**src/hdl/smtw_pkg.sv**
```systemverilog
// Constants, state types and shared helpers of the two-wire master.
// Assumes a single 50 MHz system clock and open-drain pads outside.
package smtw_pkg;

    // ==========================================================
    // Clock and bus rate
    localparam int              CLK_HZ        = 50_000_000;
    localparam int              BUS_MAX_HZ    = 400_000;
    localparam int              DIV_W         = 16;
    // Shortest SCL half period, rounded up, keeps the bus at or below the top rate
    localparam logic [DIV_W-1:0] MIN_PHASE_CYC = DIV_W'((CLK_HZ / BUS_MAX_HZ + 1) / 2);

    // ==========================================================
    // Queues
    localparam int              FIFO_DEPTH    = 4;
    localparam int              PTR_W         = 2;
    localparam int              CNT_W         = 3;
    localparam int              TX_W          = 10;
    localparam int              RX_W          = 8;
    localparam int              TX_START_BIT  = 8;
    localparam int              TX_STOP_BIT   = 9;

    // ==========================================================
    // Byte framing
    localparam logic [3:0]      LAST_BIT      = 4'h8;
    localparam logic [8:0]      RD_SHIFT_INIT = 9'h1FF;

    typedef enum logic [3:0] {
        ST_IDLE,
        ST_START,
        ST_LOW,
        ST_HIGH,
        ST_HOLD,
        ST_RESTART,
        ST_RS_HIGH,
        ST_STOP_LOW,
        ST_STOP_HIGH,
        ST_STOP_END
    } smtw_state_t;

    typedef struct packed {
        logic              scl_s1;
        logic              scl_s2;
        logic              sda_s1;
        logic              sda_s2;
        smtw_state_t       st;
        logic [DIV_W-1:0]  cnt;
        logic [3:0]        bitn;
        logic [8:0]        sh;
        logic [8:0]        rxsh;
        logic              cur_stop;
        logic              is_addr;
        logic              rd_mode;
        logic              rd_byte;
        logic              scl_oe;
        logic              sda_oe;
        logic              rx_pend;
        logic [RX_W-1:0]   rx_byte;
        logic              nack_err;
        logic              done;
    } smtw_core_t;

    // Phase length minus one, never below the fastest legal half period
    function automatic logic [DIV_W-1:0] smtw_phase_len(input logic [DIV_W-1:0] div);
        logic [DIV_W-1:0] d;
        d = (div < MIN_PHASE_CYC) ? MIN_PHASE_CYC : div;
        return d - 1'b1;
    endfunction : smtw_phase_len

endpackage : smtw_pkg

```
**src/hdl/smtw_fifo_if.sv**
```systemverilog
// Valid/ready queue connection between the controller and its FIFOs.
// Assumes both ends sit on the same clock.
`timescale 1ns/1ps
interface smtw_fifo_if #(parameter int W = 8);
    logic         w_valid;
    logic         w_ready;
    logic [W-1:0] w_data;
    logic         r_valid;
    logic         r_ready;
    logic [W-1:0] r_data;
    logic         flush;
    logic [2:0]   count;

    modport fifo (input w_valid, w_data, r_ready, flush, output w_ready, r_valid, r_data, count);
    modport user (output w_valid, w_data, r_ready, flush, input w_ready, r_valid, r_data, count);
endinterface : smtw_fifo_if

```
**src/hdl/smtw_ctrl.sv**
```systemverilog
// Single-master two-wire serial controller: queues, bit engine, pads.
// Assumes open-drain pads outside, with pull-ups on SCL and SDA.
`timescale 1ns/1ps
module smtw_ctrl
    import smtw_pkg::*;
(
    input  wire logic             i_sys_clk,
    input  wire logic             i_rst,
    input  wire logic             i_serial_bus_clock_gate,
    input  wire logic             i_soft_reset,
    input  wire logic [DIV_W-1:0] i_clk_hi,
    input  wire logic [DIV_W-1:0] i_clk_lo,
    input  wire logic             i_tx_valid,
    input  wire logic [TX_W-1:0]  i_tx_data,
    output logic                  o_tx_ready,
    output logic                  o_rx_valid,
    output logic [RX_W-1:0]       o_rx_data,
    input  wire logic             i_rx_ready,
    input  wire logic             i_irq_clear,
    output logic                  o_irq,
    output logic                  o_nack_err,
    output logic                  o_done,
    output logic                  o_busy,
    output logic                  o_tx_empty,
    output logic                  o_rx_full,
    output logic                  o_scl_level,
    output logic                  o_sda_level,
    input  wire logic             i_scl_in,
    output logic                  o_scl_out,
    output logic                  o_scl_oe,
    input  wire logic             i_sda_in,
    output logic                  o_sda_out,
    output logic                  o_sda_oe
);

    smtw_core_t q;
    smtw_core_t n;
    logic       stretch;
    logic       tick;
    logic       phase_end;
    logic       nack_now;

    smtw_fifo_if #(.W(TX_W)) tx ();
    smtw_fifo_if #(.W(RX_W)) rx ();

    // ==========================================================
    // Queues
    smtw_fifo #(.W(TX_W)) u_tx_fifo (
        .i_sys_clk (i_sys_clk),
        .i_rst     (i_rst),
        .f         (tx)
    );

    smtw_fifo #(.W(RX_W)) u_rx_fifo (
        .i_sys_clk (i_sys_clk),
        .i_rst     (i_rst),
        .f         (rx)
    );

    assign tx.w_valid = i_tx_valid;
    assign tx.w_data  = i_tx_data;
    assign tx.flush   = i_soft_reset;
    assign rx.flush   = i_soft_reset;
    assign rx.r_ready = i_rx_ready;
    assign rx.w_data  = q.rx_byte;
    assign o_tx_ready = tx.w_ready;
    assign o_rx_valid = rx.r_valid;
    assign o_rx_data  = rx.r_data;

    // ==========================================================
    // Outputs
    assign o_scl_out   = 1'b0;
    assign o_sda_out   = 1'b0;
    assign o_scl_oe    = q.scl_oe;
    assign o_sda_oe    = q.sda_oe;
    assign o_scl_level = q.scl_s2;
    assign o_sda_level = q.sda_s2;
    assign o_nack_err  = q.nack_err;
    assign o_done      = q.done;
    assign o_irq       = q.nack_err | q.done;
    assign o_busy      = (q.st != ST_IDLE);
    assign o_tx_empty  = !tx.r_valid;
    assign o_rx_full   = !rx.w_ready;

    // Load one queue entry into the shifter; read entries ignore their data
    function automatic smtw_core_t load_entry(input smtw_core_t s, input logic [TX_W-1:0] e,
                                              input logic addr);
        smtw_core_t r;
        r          = s;
        r.cur_stop = e[TX_STOP_BIT];
        r.is_addr  = addr;
        r.bitn     = '0;
        if (addr) begin
            r.rd_mode = e[0];
        end
        r.rd_byte  = !addr && r.rd_mode;
        r.sh       = r.rd_byte ? RD_SHIFT_INIT : {e[7:0], 1'b1};
        r.sda_oe   = !r.sh[8];
        return r;
    endfunction : load_entry

    // ==========================================================
    // Bit engine
    always_comb begin
        n          = q;
        tx.r_ready = 1'b0;
        rx.w_valid = 1'b0;
        n.scl_s1   = i_scl_in;
        n.scl_s2   = q.scl_s1;
        n.sda_s1   = i_sda_in;
        n.sda_s2   = q.sda_s1;
        // Restart pending in the queue means this read byte is the last one
        nack_now   = q.cur_stop | (tx.r_valid & tx.r_data[TX_START_BIT]);
        // Released SCL still low: a slave is stretching, so the count waits
        stretch    = !q.scl_oe && !q.scl_s2 && (q.st != ST_IDLE);
        tick       = i_serial_bus_clock_gate && !stretch;
        phase_end  = tick && (q.cnt == '0);
        // Clear loses to a set in the same cycle
        n.nack_err = q.nack_err & ~i_irq_clear;
        n.done     = q.done & ~i_irq_clear;
        if (tick && q.cnt != '0) begin
            n.cnt = q.cnt - 1'b1;
        end
        if (q.rx_pend && rx.w_ready) begin
            rx.w_valid = 1'b1;
            n.rx_pend  = 1'b0;
        end
        if (i_soft_reset) begin
            n.st      = ST_IDLE;
            n.scl_oe  = 1'b0;
            n.sda_oe  = 1'b0;
            n.rx_pend = 1'b0;
            n.cnt     = '0;
        end else begin
            case (q.st)
                ST_IDLE: begin
                    // Bus is ours alone, so no busy check before a START
                    if (i_serial_bus_clock_gate && tx.r_valid && !q.rx_pend) begin
                        tx.r_ready = 1'b1;
                        n          = load_entry(n, tx.r_data, 1'b1);
                        n.sda_oe   = 1'b1;
                        n.cnt      = smtw_phase_len(i_clk_hi);
                        n.st       = ST_START;
                    end
                end
                ST_START: begin
                    if (phase_end) begin
                        n.scl_oe = 1'b1;
                        n.cnt    = smtw_phase_len(i_clk_lo);
                        n.st     = ST_LOW;
                    end
                end
                ST_LOW: begin
                    // SDA moves a cycle after SCL fell and never on the release edge
                    if (phase_end) begin
                        n.scl_oe = 1'b0;
                        n.cnt    = smtw_phase_len(i_clk_hi);
                        n.st     = ST_HIGH;
                    end else if (q.rd_byte && q.bitn == LAST_BIT) begin
                        n.sda_oe = !nack_now;
                    end else begin
                        n.sda_oe = !q.sh[8];
                    end
                end
                ST_HIGH: begin
                    if (phase_end) begin
                        n.rxsh   = {q.rxsh[7:0], q.sda_s2};
                        n.scl_oe = 1'b1;
                        n.cnt    = smtw_phase_len(i_clk_lo);
                        if (q.bitn == LAST_BIT) begin
                            n.bitn    = '0;
                            n.is_addr = 1'b0;
                            if (!q.rd_byte && q.sda_s2) begin
                                n.nack_err = 1'b1;
                            end
                            if (q.rd_byte) begin
                                n.rx_byte = q.rxsh[7:0];
                                n.rx_pend = 1'b1;
                            end
                            // SDA untouched on this edge, else a false START or STOP
                            n.st     = q.cur_stop ? ST_STOP_LOW : ST_HOLD;
                        end else begin
                            n.bitn = q.bitn + 1'b1;
                            n.sh   = {q.sh[7:0], 1'b1};
                            n.st   = ST_LOW;
                        end
                    end
                end
                ST_HOLD: begin
                    // SCL stays low: the bus remains owned while the queue is refilled
                    // Ack released a cycle after SCL fell, ready for a restart
                    n.sda_oe = 1'b0;
                    if (i_serial_bus_clock_gate && !q.rx_pend && tx.r_valid) begin
                        n.cnt = smtw_phase_len(i_clk_lo);
                        if (tx.r_data[TX_START_BIT]) begin
                            n.st = ST_RESTART;
                        end else begin
                            tx.r_ready = 1'b1;
                            n          = load_entry(n, tx.r_data, 1'b0);
                            n.st       = ST_LOW;
                        end
                    end
                end
                ST_RESTART: begin
                    if (phase_end) begin
                        n.scl_oe = 1'b0;
                        n.cnt    = smtw_phase_len(i_clk_hi);
                        n.st     = ST_RS_HIGH;
                    end
                end
                ST_RS_HIGH: begin
                    if (phase_end && tx.r_valid) begin
                        tx.r_ready = 1'b1;
                        n          = load_entry(n, tx.r_data, 1'b1);
                        n.sda_oe   = 1'b1;
                        n.cnt      = smtw_phase_len(i_clk_hi);
                        n.st       = ST_START;
                    end
                end
                ST_STOP_LOW: begin
                    if (phase_end) begin
                        n.scl_oe = 1'b0;
                        n.cnt    = smtw_phase_len(i_clk_hi);
                        n.st     = ST_STOP_HIGH;
                    end else begin
                        n.sda_oe = 1'b1;
                    end
                end
                ST_STOP_HIGH: begin
                    if (phase_end) begin
                        n.sda_oe = 1'b0;
                        n.done   = 1'b1;
                        n.cnt    = smtw_phase_len(i_clk_hi);
                        n.st     = ST_STOP_END;
                    end
                end
                ST_STOP_END: begin
                    if (phase_end) begin
                        n.st = ST_IDLE;
                    end
                end
                default: begin
                    n.st = ST_IDLE;
                end
            endcase
        end
    end

    always_ff @(posedge i_sys_clk or posedge i_rst) begin
        if (i_rst) begin
            q <= '0;
        end else begin
            q <= n;
        end
    end
endmodule : smtw_ctrl

```
**src/hdl/smtw_fifo.sv**
```systemverilog
// Four-entry first-in first-out queue with valid/ready on both sides.
// Assumes writer and reader obey valid/ready; flush empties it at once.
`timescale 1ns/1ps
module smtw_fifo
    import smtw_pkg::*;
#(
    parameter int W = 8
) (
    input  wire logic i_sys_clk,
    input  wire logic i_rst,
    smtw_fifo_if.fifo f
);

    typedef struct packed {
        logic [FIFO_DEPTH-1:0][W-1:0] mem;
        logic [PTR_W-1:0]             wp;
        logic [PTR_W-1:0]             rp;
        logic [CNT_W-1:0]             cnt;
    } smtw_fifo_st_t;

    smtw_fifo_st_t q;
    smtw_fifo_st_t d;
    logic          wr;
    logic          rd;

    assign f.w_ready = (q.cnt != CNT_W'(FIFO_DEPTH));
    assign f.r_valid = (q.cnt != '0);
    assign f.r_data  = q.mem[q.rp];
    assign f.count   = q.cnt;

    // ==========================================================
    // Next state
    always_comb begin
        d  = q;
        wr = f.w_valid & f.w_ready;
        rd = f.r_ready & f.r_valid;
        if (f.flush) begin
            d.wp  = '0;
            d.rp  = '0;
            d.cnt = '0;
        end else begin
            if (wr) begin
                d.mem[q.wp] = f.w_data;
                d.wp        = q.wp + 1'b1;
            end
            if (rd) begin
                d.rp = q.rp + 1'b1;
            end
            d.cnt = q.cnt + CNT_W'(wr) - CNT_W'(rd);
        end
    end

    always_ff @(posedge i_sys_clk or posedge i_rst) begin
        if (i_rst) begin
            q <= '0;
        end else begin
            q <= d;
        end
    end
endmodule : smtw_fifo

```
**config.mk**
```make
export PLATFORM = sky130hd
export DESIGN_NAME = smtw_ctrl
export DESIGN_NICKNAME = d
export VERILOG_FILES = /design/src/hdl/smtw_pkg.sv /design/src/hdl/smtw_fifo_if.sv /design/src/hdl/smtw_ctrl.sv /design/src/hdl/smtw_fifo.sv
export SDC_FILE = /design/constraint.sdc
export NUM_CORES = 1
export LEC_CHECK = 0
export BUFFER_PORTS_ARGS = -buffer_cell sky130_fd_sc_hd__buf_4
export CORE_MARGIN = 4
export CORE_UTILIZATION = 30
export CTS_CLUSTER_DIAMETER = 60
export DETAILED_ROUTE_END_ITERATION = 7
export GPL_TIMING_DRIVEN = 0
export REMOVE_ABC_BUFFERS = 1
export SLEW_MARGIN = 30
export SYNTH_ARGS = -nofsm -noshare
export SYNTH_HDL_FRONTEND = slang
export SYNTH_SLANG_ARGS = --single-unit
```
**constraint.sdc**
```tcl
create_clock -name i_sys_clk -period 18 [get_ports i_sys_clk]
set_input_delay 5.4 -clock i_sys_clk [delete_from_list [all_inputs] [get_ports i_sys_clk]]
set_output_delay 5.4 -clock i_sys_clk [all_outputs]
set_load 0.01 [all_outputs]
```
Yosys cells after proc, flatten, opt, wreduce, memory -nomap -nowiden
Index checks and enable logic that the tools add are counted.
{"block": "totals", "wordCells": 221, "inputBits": 51, "output_inout_bits": 22, "register_bits": 147}
{"block": "op_classes", "n_eq_ne": 35, "muxes": 67, "n_reduce_logical": 53, "addsub": 12, "magnitude_cmp": 8, "bitwise_logic": 14}
{"operator": "59-bit two-way mux", "n": 3}
{"operator": "16-bit one-hot mux with 9 select lines", "n": 1}
{"operator": "20-bit two-way mux", "n": 6}
{"operator": "22-bit one-hot mux with 4 select lines", "n": 1}
{"operator": "16-bit two-way mux", "n": 3}
{"operator": "16-bit by 1-bit subtractor with 16-bit output (second input constant)", "n": 3}
{"operator": "42-bit two-way mux", "n": 1}
{"operator": "3-bit inequality test (second input constant)", "n": 14}
{"operator": "40-bit bitwise mux", "n": 1}
{"operator": "10-bit two-way mux", "n": 4}
{"operator": "10-bit one-hot mux with 4 select lines", "n": 1}
{"operator": "4-bit one-hot mux with 10 select lines", "n": 1}
{"operator": "39-bit two-way mux", "n": 1}
{"operator": "32-bit bitwise mux", "n": 1}
{"operator": "16-bit by 6-bit less-than comparator with 1-bit output (second input constant)", "n": 2}
{"operator": "9-bit two-way mux", "n": 3}
{"operator": "6-bit AND reduction", "n": 4}
{"operator": "10-bit binary-select mux with 2-bit select", "n": 1}
{"operator": "10-bit demux with 2-bit select", "n": 1}
{"operator": "2-bit inequality test (second input constant)", "n": 9}
{"operator": "8-bit binary-select mux with 2-bit select", "n": 1}
{"operator": "8-bit demux with 2-bit select", "n": 1}
{"operator": "4-bit by 3-bit equality test with 1-bit output (second input constant)", "n": 4}
{"operator": "16-bit zero test", "n": 1}
{"operator": "39 further kinds", "n": 121}

Logic depth before layout (Yosys ltp)
Gate-level depths: netlist of run 1.
{"block": "logic_depth", "word_depth": 13, "ltp_mapped": 15, "mapped_depth_nobuf": 14}

By module
From an unflattened synthesis of run 1, not the netlist that was laid out.
{"block": "unflattened", "hier_cells": 801, "area_unflattened_um2": 8737.1}
{"module": "smtw_ctrl", "instances": 1, "cells_per_inst": 529, "seq_area_each_um2": 1526.5, "area_each_um2": 4456.8}
{"module": "smtw_fifo at u_tx_fifo", "instances": 1, "cells_per_inst": 145, "seq_area_each_um2": 1176.1, "area_each_um2": 2324.7}
{"module": "smtw_fifo at u_rx_fifo", "instances": 1, "cells_per_inst": 127, "seq_area_each_um2": 975.9, "area_each_um2": 1955.6}

Least setup slack after synthesis of run 1
Ideal clock, no wire load.
{"block": "synth_path", "path_kind": "input port to flip-flop", "start": "input port i_serial_bus_clock_gate", "end": "register u_tx_fifo.q, in the netlist u_tx_fifo.f.count[2]", "n_path_buf": 2, "path_slack_ns": 10.401, "required_time_ns": 17.868, "stages": 14, "setup_ns": 0.132, "t_arrival_ns": 7.467, "path_cell_list": "nand2b_1 > nand2b_1 > clkbuf_1 > a21oi_1 > o21ai_2 > nor2b_1 > clkbuf_1 > ha_1 > inv_1 > ha_1 > inv_1 > fa_1 > xnor2_1 > nor2_1"}
{"item": "from (decl)", "line": "smtw_ctrl.sv:9", "rtl": "input wire logic i_serial_bus_clock_gate,"}
{"item": "to (signal assigned)", "line": "smtw_fifo.sv:55", "rtl": "q <= '0;"}
{"item": "to (signal assigned)", "line": "smtw_fifo.sv:57", "rtl": "q <= d;"}
{"item": "to (decl)", "line": "smtw_fifo.sv:21", "rtl": "smtw_fifo_st_t q;"}

==> results of run 1 <==
metrics by stage:
step                      utilization (%)  area, µm²  instances  hold WS, ns  power [mW]
after floorplan                         -       8130        717        0.331       0.791
after global placement               33.6       9080       1128        0.334       0.911
after detailed placement             33.7       9120       1129        0.338       0.917
after CTS                            35.8       9680       1161        0.353        1.26
after global routing                 35.9       9690       1161        0.361        1.35
final                                35.9       9690       1161        0.350        1.25
cell type report:
type / count / area [µm²]
flip-flops and latches: 147 / 3680
fillers: 2699 / 17300
clock inverters: 14 / 138
clock buffers: 18 / 429
well taps: 341 / 427
multi-input cells: 538 / 4340
inverters: 32 / 128
repair buffers: 71 / 553
worst reg2reg max path, cell delays in order, from the launching register on:
cell     delay (ns)
dfrtp_1        0.83
mux4_2         0.67
and3_1         0.22
a21oi_1        0.23
o21ai_2        0.19
nor2b_1        0.43
ha_1           0.33
inv_1          0.06
ha_1           0.12
inv_1          0.05
fa_1           0.37
xnor2_1        0.17
nor2_1         0.05
flip-flops by register name, summed over array words and instances (netlist names):
| register | flops |
|---|---|
| q | 47 |
| o_sda_level | 1 |
| o_scl_oe | 1 |
| o_done | 1 |
| u_tx_fifo.q | 44 |
| o_nack_err | 1 |
| rx.w_data | 8 |
| u_rx_fifo.q | 36 |
| u_rx_fifo.f.count | 3 |
| o_sda_oe | 1 |
| u_tx_fifo.f.count | 3 |
| o_scl_level | 1 |
power breakdown:
part / switching, mW / internal, mW / leakage (nW)
clock: 0.155 / 0.184 / 0.273
combinational: 0.229 / 0.208 / 2.02
sequential: 0.0728 / 0.404 / 1.96
Yosys cell counts, types with 3 or more instances:
| library cell | n | area (µm²) |
|---|---|---|
| nor2_1 | 52 | 195 |
| nand3b_1 | 4 | 30.0 |
| nand2_1 | 57 | 214 |
| or3_1 | 7 | 43.8 |
| mux2i_1 | 9 | 90.1 |
| inv_1 | 30 | 113 |
| o21ai_0 | 24 | 120 |
| clkbuf_1 | 18 | 67.6 |
| dfrtp_1 | 147 | 3680 |
| a21oi_1 | 21 | 105 |
| xnor2_1 | 24 | 210 |
| a22oi_1 | 10 | 75.1 |
| buf_2 | 6 | 30.0 |
| and2_1 | 3 | 18.8 |
| o22ai_1 | 4 | 25.0 |
| nand3_1 | 18 | 90.1 |
| nor4_1 | 9 | 56.3 |
| buf_1 | 3 | 11.3 |
| buf_4 | 3 | 22.5 |
| nand4_1 | 9 | 56.3 |
| or4_1 | 4 | 30.0 |
| and3_1 | 7 | 43.8 |
| nor3_1 | 17 | 85.1 |
| mux4_2 | 18 | 405 |
| o211ai_1 | 17 | 128 |
| nor3b_1 | 3 | 22.5 |
| o2bb2ai_1 | 5 | 43.8 |
| or2_2 | 5 | 31.3 |
| ha_1 | 18 | 225 |
| xor2_1 | 20 | 175 |
| a221o_1 | 3 | 30.0 |
| nand2b_1 | 6 | 37.5 |
| a31oi_1 | 4 | 25.0 |
| nor4_4 | 3 | 63.8 |
| nor2b_1 | 8 | 50.1 |
| o31ai_1 | 5 | 37.5 |
| mux2_2 | 96 | 1080 |
routing by layer:
layer  global-route usage (%)  vias to the layer above  wire length [µm]
li1                         -                     2875                 -
met1                     17.8                     2950              8940
met2                     20.6                      125              9210
met3                     2.54                       11               673
met4                     3.10                        0               159
met5                        0                        -                 0
worst max-delay path by stage:
stage / endpoint / slack [ns] / cells past startpoint
4_1_cts: q[43] / 10.10 / 7
5_1_grt: q[43] / 9.82 / 7
2_1_floorplan: o_done / 8.65 / 1
3_5_place_dp: q[43] / 9.65 / 7
6_report: q[43] / 10.02 / 7
3_3_place_gp: q[47] / 6.78 / 2
placed cells by master (no fill, tap or decap), types with 5 or more instances in the layout:
master     instances
or3_1              7
xnor2_1           24
a22oi_1           10
mux4_2            18
mux2_2            96
inv_6              5
clkbuf_16         17
inv_8              5
dfrtp_1          147
nand4_1            9
nand2b_1           6
nand2_1           57
mux2i_1            9
nor2_1            51
o211ai_1          17
xor2_1            20
ha_1              18
nor3_1            17
o21ai_0           24
o31ai_1            5
a21oi_1           21
nand3_1           18
buf_4             70
o2bb2ai_1          5
nor4_1             8
nor2b_1            8
inv_1             29
and3_1             7
or2_2              5
logic make-up (layout without fill, tap and decap cells):
kind of cell,after synthesis,count (layout)
buffers and inverters,62,135
other,1,2
AND/OR/NAND/NOR,224,224
XOR/XNOR,44,44
flip-flops,147,147
multiplexers,124,124
AO/OA/AOI/OAI,124,124
adder cells (fa/ha/maj),20,20
==> flow_metrics.env, run 1 <==
export IMPL_gp_congestion=0.858
export IMPL_clk_pin_slew_ns=0.07
export IMPL_synth_xor_area_share_pct=4.67
export IMPL_initial_core_util_pct=30.6
export IMPL_final_setup_skew_ns=0.0117
export IMPL_synth_edf_count=0
export IMPL_cts_tree="done"
export IMPL_crit_top_cell="a211oi_2"
export IMPL_std_cell_rows=60
export IMPL_htree_levels=4
export IMPL_area_delta_synth_final_pct=17.4
export IMPL_crit_required_ns=18.34
export IMPL_maxSlewViolCount=0
export IMPL_dp_slack_ns=9.65
export IMPL_hold_viol=0
export IMPL_die_area_mm2=0.0302
export IMPL_post_route_period_util_pct=44.4
export IMPL_timing_rr_start="u_tx_fifo.q[3]"
export IMPL_drt_iter0_drc=272
export IMPL_post_cts_buffers=0
export IMPL_r2r_end="u_tx_fifo.f.count[2]"
export IMPL_ctsLongestPathBuffers=2
export IMPL_drive_gt1_share_pct=29.3
export IMPL_setup_tns_ns=0
export IMPL_cts_sinks=147
export IMPL_io_pins=73
export IMPL_cts_resized=0
export IMPL_rsz0062_at_grt="no"
export IMPL_synthCells=746
export IMPL_crit_path_top_delay_cell="a211oi_2"
export IMPL_clock_latency_ns=0.42
export IMPL_crit_path_end_kind="register"
export IMPL_hp_class="reg2reg"
export IMPL_cts_hold_buf=0
export IMPL_nNetsFinal=878
export IMPL_final_min_clock_period_ns=7.98
export IMPL_grt_pass1_vias=5901
export IMPL_critPathTopFamily="compound AO/OA/AOI/OAI gates"
export IMPL_dr_pass1_iters=5
export IMPL_r2r_cells=12
export IMPL_drcViolationCount=0
export IMPL_fmax_ghz=0.125
export IMPL_synth_compound_area_share_pct=10.9
export IMPL_num_antenna_cells=0
export IMPL_ant_nets=0
export IMPL_crit_path_max_fanout=14
export IMPL_setup_viol=0
export IMPL_whs_path_depth=0
export IMPL_syn_area_per_cell_um2=11.1
export IMPL_status="completed"
export IMPL_ys_ff_latch=147
export IMPL_vdd_drop_max_mv=0.0818
export IMPL_p_leak_nw=4.26
export IMPL_fp_dieW_um=174
export IMPL_post_synth_instance_area_mm2=0.00826
export IMPL_cp_data_arrival_time_ns=8.32
export IMPL_slew_headroom_pct=35.8
export IMPL_dr_total_vias=5961
export IMPL_synth_mux_area_fraction_pct=19.2
export IMPL_drv_cap=0
export IMPL_startpoint="i_serial_bus_clock_gate"
export IMPL_synth_flop_cell="dfrtp_1"
export IMPL_synth_top_family_by_area="multiplexers"
export IMPL_overflow=0
export IMPL_die_h_um=174
export IMPL_worst_pin_slew_ns=0.961
export IMPL_setup_slack_ns=10.02
export IMPL_hpwl_mm=13.5
export IMPL_grt_pass1_wl_mm=31.7
export IMPL_synth_fa_ha_area_share_pct=3.21
export IMPL_holdCritStartpoint="q[60]"
export IMPL_cts_buffers_inserted=17
export IMPL_grt_max_degree=78
export IMPL_vias_per_cell=5.13
export IMPL_yosysSeqAreaShare_pct=44.5
export IMPL_max_stage_delay_ns=0.87
export IMPL_track_usage_pct=12.8
export IMPL_wl_per_cell_um=16.3
export IMPL_coreArea_mm2=0.0270
export IMPL_synth_async_sr_flop_share_pct=100
export IMPL_rrSetupSlack_ns=14.17
export IMPL_crit_chain="buf_4, or3b_2, a211oi_2, nand4_1, a211oi_2, o21ai_0, o211ai_1"
export IMPL_ys_types=73
export IMPL_p_per_area_mw_per_mm2=129
export IMPL_path_buf_inv=1
export IMPL_synthSimpleGateAreaFrac_pct=14.4
export IMPL_antenna_found_initial=0
export IMPL_yosys_warnings=0
export IMPL_io_buffers=70
export IMPL_worst_setup_path_type="in2reg"
export IMPL_finalWirelength_mm=19.0
export IMPL_hold_path_endpoint="o_sda_level"
export IMPL_crit_path_start_kind="input port"
export IMPL_cts_root_buf="clkbuf_16"
Power figures use the tool's default switching activity.
==> run 2, diff against run 1 <==
ABC_AREA = 1   (was default)
clock period = 8.15 ns   (was 18 ns; I/O delays follow)
==> flow_metrics.env, run 2 <==
export IMPL_status="completed"
export IMPL_std_cell_rows=61
export IMPL_critPathTopFamily="flip-flops"
export IMPL_synth_flop_cell="dfrtp_1"
export IMPL_rsz0062_at_grt="no"
export IMPL_ys_types=49
export IMPL_reg_top3="q: 47 flops, u_tx_fifo.q: 44 flops, u_rx_fifo.q: 36 flops"
export IMPL_final_setup_skew_ns=0.0102
export IMPL_synth_mux_area_fraction_pct=3.81
export IMPL_num_antenna_cells=0
export IMPL_power_switching_mw=1.13
export IMPL_coreArea_mm2=0.0282
export IMPL_yosys_warnings=0
export IMPL_die_h_um=178
export IMPL_max_stage_delay_ns=0.72
export IMPL_hpwl_mm=15.7
export IMPL_dr_pass1_iters=4
export IMPL_synthSimpleGateAreaFrac_pct=28.6
export IMPL_synth_compound_area_share_pct=12.3
export IMPL_synth_fa_ha_area_share_pct=3.06
export IMPL_p_leak_nw=5.06
export IMPL_synth_async_sr_flop_share_pct=100
export IMPL_hp_class="reg2reg"
export IMPL_cts_sinks=147
export IMPL_htree_levels=4
export IMPL_fill_cells=2959
export IMPL_wl_per_cell_um=13.5
export IMPL_fmax_ghz=0.220
export IMPL_area_delta_synth_final_pct=18.2
export IMPL_ant_nets=0
export IMPL_placed_area_mm2=0.00962
export IMPL_syn_area_per_cell_um2=7.52
export IMPL_netlist_top_cells_count="288 x nand2_1, 149 x inv_1, 147 x dfrtp_1"
export IMPL_final_cell_mix="288 x nand2_1, 148 x inv_1, 146 x dfrtp_1"
export IMPL_whs_ns=0.346
export IMPL_synth_top_family_by_area="simple AND/OR/NAND/NOR gates"
export IMPL_post_route_period_util_pct=55.8
export IMPL_final_min_clock_period_ns=4.55
export IMPL_slew_headroom_pct=42.9
export IMPL_intPower_mw=1.84
export IMPL_clock_power_share_pct=28.4
export IMPL_yosysSeqAreaShare_pct=42.4
export IMPL_nNetsFinal=1292
export IMPL_post_cts_buffers=0
export IMPL_max_flop_register="q"
export IMPL_die_area_mm2=0.0317
export IMPL_clk_pin_slew_ns=0.06
export IMPL_cts_buffers_inserted=17
export IMPL_grt_pass1_wl_mm=36.5
export IMPL_crit_chain="inv_1, o21ai_0, o22ai_1, buf_4"
export IMPL_clock_latency_ns=0.43
export IMPL_vias_per_cell=4.75
export IMPL_crit_path_top_delay_cell="dfrtp_1"
export IMPL_seqPwrFrac_pct=35.1
export IMPL_drcViolationCount=0
export IMPL_cts_tree="done"
export IMPL_largest_reg_flops=47
export IMPL_ys_ff_latch=147
export IMPL_p_per_area_mw_per_mm2=290
export IMPL_post_synth_instance_area_mm2=0.00868
export IMPL_cts_resized=0
export IMPL_netlist_top_cells_area="dfrtp_1 42%, nand2_1 12%, o21ai_0 7.9%, inv_1 6.4%, nor2_1 4.8%"
export IMPL_synth_edf_count=0
export IMPL_yosysMostFrequentCell="nand2_1"
export IMPL_synth_top_area_cell="dfrtp_1"
export IMPL_worst_setup_path_type="reg2out"
export IMPL_final_common_cell="nand2_1"
export IMPL_crit_required_ns=5.71
export IMPL_hold_viol=0
export IMPL_ctsLongestPathBuffers=2
export IMPL_cp_data_arrival_time_ns=2.11
export IMPL_track_usage_pct=14.2
export IMPL_antenna_found_initial=0
export IMPL_io_buffers=70
export IMPL_crit_path_max_fanout=18
export IMPL_synth_xor_area_share_pct=1.72
export IMPL_overflow=0
export IMPL_initial_core_util_pct=30.8
export IMPL_cts_root_buf="clkbuf_16"
export IMPL_design_area_mm2=0.0103
export IMPL_synth_top_area_share_pct=42.4
export IMPL_drive_gt1_share_pct=14.4
export IMPL_path_buf_inv=2
export IMPL_grt_pass1_vias=7356
export IMPL_io_pins=73
export IMPL_setup_viol=0
export IMPL_maxSlewViolCount=0
export IMPL_power_frac_comb_pct=36.5
export IMPL_worst_pin_slew_ns=0.854
export IMPL_crit_path_start_kind="register"
export IMPL_drv_cap=0
export IMPL_sw_frac_of_total_pct=38.0
export IMPL_dr_total_vias=7657
export IMPL_vdd_drop_max_mv=0.188
export IMPL_grt_max_degree=83
export IMPL_crit_path_end_kind="primary output"
export IMPL_fp_dieW_um=178
export IMPL_cts_hold_buf=0
export IMPL_synthCells=1154
export IMPL_gp_congestion=0.874
export IMPL_finalWirelength_mm=21.8
export IMPL_drt_iter0_drc=434
-- run 2: per-stage QoR --
| step | power (mW) | worst slack, ns | utilization (%) | TNS [ns] | cells |
|---|---|---|---|---|---|
| 2_1_floorplan | 1.81 | 1.75 | - | 0 | 1131 |
| 3_3_place_gp | 2.12 | -0.283 | 34.0 | -40.57 | 1579 |
| 3_5_place_dp | 2.14 | 3.15 | 34.1 | 0 | 1580 |
| 4_1_cts | 3.01 | 3.60 | 36.4 | 0 | 1612 |
| 5_1_grt | 3.22 | 3.35 | 36.4 | 0 | 1612 |
| 6_report | 2.97 | 3.60 | 36.4 | 0 | 1612 |
-- run 2: kinds of logic (layout without fill, tap and decap cells) --
kind of cell,Yosys count,count (layout)
flip-flops,147,147
adder cells (fa/ha/maj),20,20
XOR/XNOR,17,17
buffers and inverters,182,261
AO/OA/AOI/OAI,198,198
other,1,2
multiplexers,29,29
AND/OR/NAND/NOR,560,560
-- run 2: path summary, 6_finish.rpt --
path	from	endpoint	slack [ns]	depth (start not counted)
worst max register to register	q[57]	u_tx_fifo.f.count[2]	4.79	16
max in group asynchronous	i_rst	u_rx_fifo.q[13]	5.33	3
worst max-delay path	u_rx_fifo.q[3]	o_rx_data[0]	3.60	4
min in group asynchronous	i_rst	q[60]	2.05	2
worst min-delay path	q[60]	o_sda_level	0.35	0
worst min register to register	q[60]	o_sda_level	0.35	0
-- run 2: cell type report --
| cell class | count | area (µm²) | share of cell area, % |
|---|---|---|---|
| repair buffers | 71 | 553 | 5.39 |
| multi-input cells | 826 | 4310 | 42.0 |
| flip-flops and latches | 147 | 3680 | 35.9 |
| clock buffers | 20 | 457 | 4.45 |
| clock inverters | 12 | 179 | 1.75 |
| inverters | 158 | 603 | 5.88 |
| well taps | 378 | 473 | 4.61 |
-- run 2: power groups by stage --
stage / combinational [mW] / clock (mW) / sequential (mW)
finish: 1.09 / 0.844 / 1.04
global route: 1.25 / 0.900 / 1.07
CTS: 1.10 / 0.867 / 1.04
detailed placement: 1.09 / 0 / 1.05
global placement: 1.07 / 0 / 1.05
floorplan: 0.795 / 0 / 1.01
-- run 2: per-layer routing --
layer | track usage, % | up-vias | wire, µm
li1 | - | 3884 | -
met5 | 0 | - | 0
met3 | 3.24 | 22 | 959
met2 | 22.3 | 131 | 10000
met4 | 3.90 | 0 | 236
met1 | 19.7 | 3620 | 10600
